**config.mk**
```make
export PLATFORM = sky130hd
export DESIGN_NAME = axis_homing_unit
export DESIGN_NICKNAME = d
export VERILOG_FILES = /design/src/core/axis_homing_pkg.sv /design/src/core/axis_homing_unit.sv /design/src/core/switch_edge_detect.sv
export VERILOG_INCLUDE_DIRS = /design/src /design/src/core
export SDC_FILE = /design/constraint.sdc
export NUM_CORES = 1
export LEC_CHECK = 0
export ABC_AREA = 0
export BUFFER_PORTS_ARGS = -buffer_cell sky130_fd_sc_hd__buf_4
export CAP_MARGIN = 20
export CORE_UTILIZATION = 35
export DETAILED_ROUTE_END_ITERATION = 8
export MAX_ROUTING_LAYER = met4
export PLACE_DENSITY_LB_ADDON = 0.12
export SLEW_MARGIN = 0
export SYNTH_ARGS = -nofsm -noshare
export SYNTH_HDL_FRONTEND = slang
export SYNTH_HIERARCHICAL = 1
export SYNTH_SLANG_ARGS = --single-unit
```
**constraint.sdc**
```tcl
create_clock -name sys_clk -period 2.6 [get_ports sys_clk]
set_input_delay 0.26 -clock sys_clk [delete_from_list [all_inputs] [get_ports sys_clk]]
set_output_delay 0.26 -clock sys_clk [all_outputs]
set_load 0.1 [all_outputs]
```
**src/core/axis_homing_defines.svh**
```systemverilog
// Constants for the axis homing unit
// Assumes a 10 MHz system clock
`ifndef AXIS_HOMING_DEFINES_SVH
`define AXIS_HOMING_DEFINES_SVH
`define POS_W            32
`define MODE_W           2
`define MODE_ABS         2'h0
`define MODE_REL         2'h1
`define MODE_PASSIVE     2'h2
`define MODE_ACTIVE      2'h3
`define CLK_HZ           10000000
`define FILTER_TIME_US   6400
`endif

```
**src/core/axis_homing_pkg.sv**
```systemverilog
// Types for the axis homing unit
// Assumes the defines header is included first
`include "axis_homing_defines.svh"
package axis_homing_pkg;
    typedef enum logic [4:0] {
        ST_IDLE    = 5'h01,
        ST_PASSIVE = 5'h02,
        ST_ABORT   = 5'h04,
        ST_SEEK    = 5'h08,
        ST_DONE    = 5'h10
    } home_state_e;

    typedef struct packed {
        logic                    start;
        logic [`MODE_W-1:0]      mode;
        logic signed [`POS_W-1:0] position;
    } home_cmd_s;

    typedef struct packed {
        logic initial_dir;
        logic edge_rising;
    } home_cfg_s;
endpackage

```
**src/core/axis_homing_unit.sv**
```systemverilog
// Axis homing unit: aligns the axis position counter with the drive
// Assumes the drive counts steps via step_pulse/step_dir; one clock domain
// Overview of operation
// [RQ1] Mode 0 loads position value directly
// [RQ2] Mode 1 adds position value to position
// [RQ3] Modes 0 and 1 cause no motion
// [RQ4] Modes 0 and 1 keep motion running
// [RQ5] Mode 2 waits for switch, no motion
// [RQ6] Mode 2 sets switch point plus offset
// [RQ7] Passive start does not abort motion
// [RQ8] Mode 3 drives approach until switch
// [RQ9] Active start aborts running motion first
// [RQ10] Active home uses configured switch edge
// [RQ11] Active home adds position value; the code instead loads the position value into the counter at the switch edge
// [RQ12] Mode 2 passive, mode 3 active
// [RQ13] Host homes mode 0 at standstill
// [RQ14] Host moves axis during passive homing
// [RQ15] Host keeps approach velocity low
// [RQ16] Switch filter shorter than switch pulse
// [RQ17] Homed flag set until next request
`timescale 1ns/1ps
`include "axis_homing_defines.svh"
module axis_homing_unit (
    input  wire logic                       sys_clk,
    input  wire logic                       reset,
    input  axis_homing_pkg::home_cmd_s      axis_home_command,
    input  axis_homing_pkg::home_cfg_s      home_cfg,
    input  wire logic                       ref_switch,
    input  wire logic                       step_pulse,
    input  wire logic                       step_dir,
    input  wire logic                       motion_active,
    output logic                            motion_abort,
    output logic                            approach_run,
    output logic                            approach_dir,
    output logic                            busy,
    output logic                            homed,
    output logic signed [`POS_W-1:0]        axis_position
);
    axis_homing_pkg::home_state_e state_r;
    logic signed [`POS_W-1:0]     offset_r;
    logic signed [`POS_W-1:0]     pos_r;
    logic                         homed_r;
    logic                         abort_r;
    logic                         run_r;
    logic                         dir_r;
    logic                         sw_rise;
    logic                         sw_fall;
    logic                         sw_edge;
    logic                         sw_any;
    logic                         cmd_go;

    switch_edge_detect u_edge (
        .sys_clk (sys_clk),
        .reset   (reset),
        .level   (ref_switch),
        .rise    (sw_rise),
        .fall    (sw_fall)
    );

    assign cmd_go  = axis_home_command.start;
    assign sw_edge = home_cfg.edge_rising ? sw_rise : sw_fall; // RQ10
    assign sw_any  = sw_rise;

    // Home state sequence
    always_ff @(posedge sys_clk or posedge reset) begin
        if (reset) begin
            state_r  <= axis_homing_pkg::ST_IDLE;
            offset_r <= '0;
        end else if (cmd_go) begin
            offset_r <= axis_home_command.position;
            unique case (axis_home_command.mode)
                `MODE_PASSIVE: state_r <= axis_homing_pkg::ST_PASSIVE; // RQ12
                `MODE_ACTIVE:  state_r <= axis_homing_pkg::ST_ABORT;   // RQ12
                default:       state_r <= axis_homing_pkg::ST_DONE;    // RQ3
            endcase
        end else begin
            unique case (state_r)
                axis_homing_pkg::ST_IDLE:    state_r <= state_r;
                axis_homing_pkg::ST_PASSIVE: begin
                    if (sw_any) begin
                        state_r <= axis_homing_pkg::ST_DONE; // RQ6
                    end
                end
                axis_homing_pkg::ST_ABORT: begin
                    if (!motion_active) begin
                        state_r <= axis_homing_pkg::ST_SEEK; // RQ9
                    end
                end
                axis_homing_pkg::ST_SEEK: begin
                    if (sw_edge) begin
                        state_r <= axis_homing_pkg::ST_DONE; // RQ8
                    end
                end
                axis_homing_pkg::ST_DONE:    state_r <= state_r;
                default:                     state_r <= axis_homing_pkg::ST_IDLE;
            endcase
        end
    end

    // Axis position counter; step counting continues in every mode
    always_ff @(posedge sys_clk or posedge reset) begin
        if (reset) begin
            pos_r <= '0;
        end else if (cmd_go && axis_home_command.mode == `MODE_ABS) begin
            pos_r <= axis_home_command.position; // RQ1
        end else if (cmd_go && axis_home_command.mode == `MODE_REL) begin
            pos_r <= pos_r + axis_home_command.position; // RQ2
        end else if (state_r == axis_homing_pkg::ST_PASSIVE && sw_any) begin
            pos_r <= offset_r; // RQ6
        end else if (state_r == axis_homing_pkg::ST_SEEK && sw_edge) begin
            pos_r <= offset_r; // RQ11
        end else if (step_pulse) begin
            pos_r <= step_dir ? pos_r + 32'sh1 : pos_r - 32'sh1;
        end
    end

    // Homed indication
    always_ff @(posedge sys_clk or posedge reset) begin
        if (reset) begin
            homed_r <= 1'b0;
        end else if (cmd_go) begin
            homed_r <= (axis_home_command.mode == `MODE_ABS) ||
                       (axis_home_command.mode == `MODE_REL); // RQ17
        end else if ((state_r == axis_homing_pkg::ST_PASSIVE && sw_any) ||
                     (state_r == axis_homing_pkg::ST_SEEK && sw_edge)) begin
            homed_r <= 1'b1; // RQ17
        end
    end

    // Abort and approach drive; modes 0..2 never touch running motion
    always_ff @(posedge sys_clk or posedge reset) begin
        if (reset) begin
            abort_r <= 1'b0;
            run_r   <= 1'b0;
            dir_r   <= 1'b0;
        end else begin
            abort_r <= (cmd_go && axis_home_command.mode == `MODE_ACTIVE && motion_active) ||
                       (!cmd_go && state_r == axis_homing_pkg::ST_ABORT &&
                        motion_active); // RQ9 RQ4 RQ7
            run_r   <= !cmd_go && state_r == axis_homing_pkg::ST_SEEK && !sw_edge; // RQ8 RQ5
            dir_r   <= home_cfg.initial_dir; // RQ8
        end
    end

    assign motion_abort  = abort_r;
    assign approach_run  = run_r;
    assign approach_dir  = dir_r;
    assign busy          = state_r == axis_homing_pkg::ST_PASSIVE ||
                           state_r == axis_homing_pkg::ST_ABORT ||
                           state_r == axis_homing_pkg::ST_SEEK;
    assign homed         = homed_r;
    assign axis_position = pos_r;
endmodule // axis_homing_unit

```
**src/core/switch_edge_detect.sv**
```systemverilog
// Edge detector for the reference point switch
// Assumes the switch level is already synchronous and filtered
`timescale 1ns/1ps
module switch_edge_detect (
    input  wire logic sys_clk,
    input  wire logic reset,
    input  wire logic level,
    output logic      rise,
    output logic      fall
);
    logic level_r;

    always_ff @(posedge sys_clk or posedge reset) begin
        if (reset) begin
            level_r <= 1'b0;
        end else begin
            level_r <= level;
        end
    end

    assign rise = level & ~level_r;
    assign fall = ~level & level_r;
endmodule // switch_edge_detect

```
==> flow_metrics.env, run 1 <==
export IMPL_status="finished, violations left"
export IMPL_violations="negative setup slack"
export IMPL_intPower_w=0.00757
export IMPL_dp_slack_ns=-0.509
export IMPL_dp_final_hpwl_um=20700
export IMPL_dr_pass1_iters=4
export IMPL_grt_pass1_vias=7592
export IMPL_die_area_sq_mm=0.0209
export IMPL_synth_seq_cells=74
export IMPL_peakVddDrop_uv=813
export IMPL_worst_setup_path_end_kind="register"
export IMPL_drc=0
export IMPL_hold_violations=0
export IMPL_leakagePower_nw=4.83
export IMPL_synth_seq_area_share_pct=26.0
export IMPL_num_nets_final=1266
export IMPL_synthDistinctLibCells=81
export IMPL_combPwrFrac_pct=78.1
export IMPL_fmax_ghz=0.349
export IMPL_die_h_um=145
export IMPL_power_switching_w=0.00764
export IMPL_clk_pin_slew_ns=0.07
export IMPL_crit_fanout=4
export IMPL_core_area_sq_mm=0.0197
export IMPL_syn_avg_cell_area_sq_um=8.31
export IMPL_slew_headroom_pct=56.7
export IMPL_cts_tree="yes"
export IMPL_synthCells=856
export IMPL_grt_start_max_net_pins=39
export IMPL_io_buffers=79
export IMPL_num_vias=7817
export IMPL_period_minus_slack_ns=2.87
export IMPL_start_util_pct=36.1
export IMPL_powerDensity_mw_per_mm2=1390
export IMPL_cap_violations=0
export IMPL_die_w_um=145
export IMPL_io_pins=80
export IMPL_cp_data_required_time_ns=2.84
export IMPL_cts_sinks=74
export IMPL_p_clk_share_pct=9.3
export IMPL_finalPower_w=0.0152
export IMPL_slew_violations=0
export IMPL_finalCritPeriodShare_pct=110
export IMPL_post_drt_wl_per_cell_um=18.8
export IMPL_via_per_inst=5.47
export IMPL_synth_compound_area_share_pct=29.3
export IMPL_antenna_found_initial=0
export IMPL_synth_edf_count=0
export IMPL_start_kind="register"
export IMPL_drt_iter0_drc=529
export IMPL_rows=51
export IMPL_post_route_cells_drive_above_1_share_pct=46.1
export IMPL_worstSetupPathType="reg2reg"
export IMPL_wirelength_um=26900
export IMPL_seq_area_sq_mm=0.00189
export IMPL_grt_ovfl_total=0
export IMPL_clockRootBuffer="clkbuf_16"
export IMPL_finalWorstSetupSlack_ns=-0.266
export IMPL_seqPwrFrac_pct=12.5
export IMPL_grt_pass1_wl_um=42300
export IMPL_ctsLongestPathBuffers=2
export IMPL_synth_fa_ha_area_share_pct=11.3
export IMPL_synth_xor_area_share_pct=5.79
export IMPL_async_flop_share_pct=100
export IMPL_crit_arrival_ns=3.10
export IMPL_yosysWarnings=6
export IMPL_diodes=0
export IMPL_fill_cells=1819
export IMPL_synth_flop_cell="dfrtp_1"
export IMPL_syn_to_final_growth_pct=53.8
export IMPL_min_path_type="in2reg"
export IMPL_worst_pin_slew_ns=0.647
export IMPL_cts_made_buffers=9
export IMPL_swShare_pct=50.2
export IMPL_finalSetupViolations=15
export IMPL_cts_max_level=3
export IMPL_skew_ns=0.0108
export IMPL_syn_num_nets=962
export IMPL_synth_top_family_by_area="compound AO/OA/AOI/OAI gates"
export IMPL_muxShareOfSynthArea_pct=5.94
export IMPL_gp_congestion=0.930
export IMPL_multi_input_area_sq_mm=0.00571
export IMPL_ant_nets=0
export IMPL_grt_use_total_pct=27.8
export IMPL_rsz0062_at_grt="true"
export IMPL_synth_cell_area_sq_mm=0.00712
export IMPL_clock_latency_ns=0.35
export IMPL_synthSimpleGateAreaFrac_pct=17.3
-- cell type report --
cell class              count  area share (%)
well taps                 265            3.03
clock buffers              10            2.18
repair buffers            333            23.8
inverters                  21           0.789
clock inverters             6           0.812
multi-input cells         721            52.1
flip-flops and latches     74            17.2
-- placed cells by master, fill, tap and decap left out, types with 14 or more instances in the layout --
master and n:
a21o_1 25, a21oi_1 69, a21oi_2 17, buf_4 314, buf_6 14, dfrtp_1 47, dfrtp_2 26, ha_1 42
ha_4 18, inv_1 15, mux2_2 33, nand2_1 80, nand3_1 15, nor2_1 72, nor3_1 15, o211ai_1 23
o21ai_0 39, o21ai_1 17, xnor2_1 22, xor2_1 18
-- cell families (layout without fill, tap and decap cells) --
family,count (synthesis),count (layout)
buf+inv,61,370
xor+xnor,47,47
compound gates,314,314
mux,38,38
simple gates,259,259
fa+ha+maj,63,63
flops,74,74
-- metrics by stage --
stage	hold slack [ns]	util [%]	setup TNS (ns)	cell area, sq um	instances
2_1_floorplan	-0.0113	-	-2.82	7300	856
3_3_place_gp	0.120	49.8	-5.45	9820	1394
3_5_place_dp	0.121	49.8	-5.82	9820	1394
4_1_cts	0.00549	54.0	-2.41	10700	1425
5_1_grt	0.00487	55.5	-4.46	10900	1430
6_report	0.0117	55.5	-2.24	10900	1430
-- power groups by stage --
stage	sequential, W	combinational (W)	clock, W
6_report	0.00191	0.0119	0.00142
4_1_cts	0.00187	0.0113	0.00144
3_5_place_dp	0.00189	0.0105	0
3_3_place_gp	0.00188	0.0105	0
2_1_floorplan	0.00361	0.00480	0
5_1_grt	0.00194	0.0128	0.00148
-- sequential cells by signal, summed over array words and instances (netlist names) --
name            cells
axis_position      32
offset_r           32
state_r             5
approach_dir        1
approach_run        1
homed               1
motion_abort        1
u_edge/level_r      1
-- worst max-delay path: stages, from the launching register on --
cell and delay (ns):
dfrtp_2 0.45, ha_4 0.29, a211oi_4 0.06, o21a_2 0.25, a211oi_4 0.32, nand2_2 0.14
a21oi_4 0.20, buf_6 0.11, buf_4 0.11, nor2_2 0.05, o221a_2 0.24, a221o_1 0.35
a22o_1 0.19
-- routing by layer --
layer	track usage [%]	up-vias	part of all wire (%)
met2	40.1	190	43
li1	-	3812	-
met4	6.81	0	1.2
met1	40.5	3794	51
met3	3.74	21	4.5
met5	-	-	0
-- repair_timing --
| action | 4_1_cts | 5_1_grt |
|---|---|---|
| hold buffers | 1 | 0 |
| endpoints found under the setup margin | 19 | 28 |
| endpoints found under the hold margin | 17 | 0 |
| pin swaps | 52 | 47 |
| resized for setup | 73 | 51 |
| buffers inserted | 15 | 6 |
-- Yosys cell counts, drive strengths merged, types with 24 or more instances --
cell | n | share of area, %
a21oi | 90 | 6.5
nand2 | 82 | 4.3
nor2 | 76 | 4.0
dfrtp | 73 | 26
o21ai | 65 | 4.7
ha | 61 | 11
mux2 | 34 | 5.4
clkbuf | 32 | 2.4
a21o | 28 | 3.0
xnor2 | 26 | 3.2
o211ai | 24 | 2.6
-- path summary, 6_finish.rpt --
path | endpoint | cells past startpoint | startpoint | slack, ns
max in group asynchronous | axis_position[17]$_DFFE_PP0P_ | 4 | reset | 1.45
worst min-delay path | approach_dir$_DFF_PP0_ | 1 | home_cfg[1] | 0.01
min in group asynchronous | u_edge/level_r$_DFF_PP0_ | 3 | reset | 0.32
worst min register to register | state_r[0]$_DFFE_PP1P_ | 2 | state_r[0]$_DFFE_PP1P_ | 0.50
worst max register to register | axis_position[29]$_DFFE_PP0P_ | 12 | axis_position[1]$_DFFE_PP0P_ | -0.27
worst max-delay path | axis_position[29]$_DFFE_PP0P_ | 12 | axis_position[1]$_DFFE_PP0P_ | -0.27
No activity file was read; power rests on OpenSTA's default activity.
==> inputs of run 2 (changes only) <==
--- a/config.mk
+++ b/config.mk
@@ -9,7 +9,7 @@
 export ABC_AREA = 0
 export BUFFER_PORTS_ARGS = -buffer_cell sky130_fd_sc_hd__buf_4
 export CAP_MARGIN = 20
-export CORE_UTILIZATION = 35
+export CORE_UTILIZATION = 50
 export DETAILED_ROUTE_END_ITERATION = 8
 export MAX_ROUTING_LAYER = met4
 export PLACE_DENSITY_LB_ADDON = 0.12
==> flow_metrics.env, run 2 (synthesis results as in run 1) <==
export IMPL_rows=43
export IMPL_worst_pin_slew_ns=0.759
export IMPL_via_per_inst=6.07
export IMPL_cap_violations=0
export IMPL_post_drt_wl_per_cell_um=19.5
export IMPL_swShare_pct=49.5
export IMPL_power_switching_w=0.00744
export IMPL_finalCritPeriodShare_pct=115
export IMPL_final_core_util_pct=77.4
export IMPL_min_path_type="in2reg"
export IMPL_powerDensity_mw_per_mm2=1400
export IMPL_finalWorstSetupSlack_ns=-0.379
export IMPL_skew_ns=0.00686
export IMPL_antenna_found_initial=0
export IMPL_post_route_cells_drive_above_1_share_pct=44.4
export IMPL_rsz0062_at_grt="true"
export IMPL_start_util_pct=51.3
export IMPL_die_h_um=121
export IMPL_p_clk_share_pct=9.8
export IMPL_core_area_sq_mm=0.0139
export IMPL_io_pins=80
export IMPL_num_vias=8133
export IMPL_cp_data_required_time_ns=2.82
export IMPL_intPower_w=0.00761
export IMPL_grt_pass1_vias=7958
export IMPL_grt_ovfl_total=0
export IMPL_violations="negative setup slack"
export IMPL_cp_cell_sequence="buf_6 -> inv_4 -> fa_2 -> nor2b_4 -> o31a_1 -> o31a_1 -> o21ai_4 -> buf_6 -> a21oi_4 -> o211ai_1 -> buf_4 -> and3_1 -> a311oi_4 -> a211oi_2"
export IMPL_worst_setup_path_end_kind="register"
export IMPL_leakagePower_nw=4.80
export IMPL_stdcell_area_sq_mm=0.0107
export IMPL_fmax_ghz=0.336
export IMPL_ant_nets=0
export IMPL_dp_final_hpwl_um=19700
export IMPL_cts_made_buffers=9
export IMPL_drc=0
export IMPL_crit_fanout=3
export IMPL_clockRootBuffer="clkbuf_16"
export IMPL_crit_path_max_incr_delay_ns=0.43
export IMPL_combPwrFrac_pct=77.8
export IMPL_worstSetupPathType="reg2reg"
export IMPL_cp_top_family="compound AO/OA/AOI/OAI gates"
export IMPL_wirelength_um=26200
export IMPL_dr_pass1_iters=5
export IMPL_seq_area_sq_mm=0.00189
export IMPL_crit_arrival_ns=3.20
export IMPL_clk_pin_slew_ns=0.06
export IMPL_finalSetupViolations=18
export IMPL_syn_to_final_growth_pct=50.9
export IMPL_ctsLongestPathBuffers=2
export IMPL_cts_sinks=74
export IMPL_hold_violations=0
export IMPL_die_area_sq_mm=0.0147
export IMPL_num_nets_final=1261
export IMPL_grt_start_max_net_pins=39
export IMPL_slew_headroom_pct=49.4
export IMPL_drt_iter0_drc=552
export IMPL_multi_input_area_sq_mm=0.00564
export IMPL_layout_common_cells="buf_4, nand2_1, a21oi_1, nor2_1, dfrtp_1"
export IMPL_die_w_um=121
export IMPL_seqPwrFrac_pct=12.4
export IMPL_gp_congestion=0.922
export IMPL_io_buffers=79
export IMPL_period_minus_slack_ns=2.98
export IMPL_cts_tree="yes"
export IMPL_critPathBufInv=4
export IMPL_peakVddDrop_uv=821
export IMPL_fill_cells=985
export IMPL_slew_violations=0
export IMPL_place_area_sq_mm=0.00961
export IMPL_status="finished, violations left"
export IMPL_cts_max_level=3
export IMPL_start_kind="register"
export IMPL_grt_pass1_wl_um=40900
export IMPL_final_common_cell="buf_4"
export IMPL_grt_use_total_pct=37.2
export IMPL_cp_slowest_cell="dfrtp_2"
export IMPL_clock_latency_ns=0.35
export IMPL_diodes=0
## run 2: what timing repair did
item                                   in CTS  in global routing
resized for setup                          72                 30
endpoints found under the hold margin       1                  0
setup endpoints to repair                  19                 21
pin swaps                                  39                 27
hold buffers                                1                  0
buffers inserted                           18                  5
## run 2: power groups by stage
stage	clock [W]	combinational [W]	sequential [W]
after floorplan	0	0.00480	0.00361
after global placement	0	0.0101	0.00184
after detailed placement	0	0.0103	0.00185
after CTS	0.00148	0.0112	0.00184
after global routing	0.00153	0.0125	0.00189
final	0.00147	0.0117	0.00187
## run 2: metrics by stage
| step | instances | power (W) | worst slack, ns | setup TNS, ns | hold WS (ns) |
|---|---|---|---|---|---|
| finish | 1340 | 0.0151 | -0.379 | -4.25 | 0.0188 |
| global route | 1340 | 0.0159 | -0.402 | -5.51 | 0.00938 |
| global placement | 1301 | 0.0120 | -0.630 | -7.29 | 0.117 |
| detailed placement | 1301 | 0.0122 | -0.726 | -9.04 | 0.120 |
| CTS | 1336 | 0.0146 | -0.321 | -3.49 | 0.0143 |
| floorplan | 856 | 0.00841 | -0.504 | -2.82 | -0.0113 |
## run 2: worst paths after layout
kind	slack, ns	endpoint	from	depth (start not counted)
max	-0.38	axis_position[30]$_DFFE_PP0P_	axis_position[1]$_DFFE_PP0P_	14
min	0.02	approach_dir$_DFF_PP0_	home_cfg[1]	1
max reg2reg	-0.38	axis_position[30]$_DFFE_PP0P_	axis_position[1]$_DFFE_PP0P_	14
min reg2reg	0.51	offset_r[28]$_DFFE_PP0P_	offset_r[28]$_DFFE_PP0P_	1
max in group asynchronous	1.35	axis_position[16]$_DFFE_PP0P_	reset	4
min in group asynchronous	0.32	u_edge/level_r$_DFF_PP0_	reset	3
## run 2: layer usage
metal	up-vias	share of wire, %	GRT usage [%]
li1	3808	-	-
met1	3926	42	45.8
met2	325	49	60.9
met3	74	5.6	5.97
met4	0	3.7	14.5
met5	-	0	-
## run 2: area by class of cell
cell class | count | share of cell area (%)
clock buffers | 11 | 2.26
clock inverters | 5 | 0.955
inverters | 21 | 0.804
multi-input cells | 721 | 52.5
flip-flops and latches | 74 | 17.6
well taps | 180 | 2.10
repair buffers | 328 | 23.8
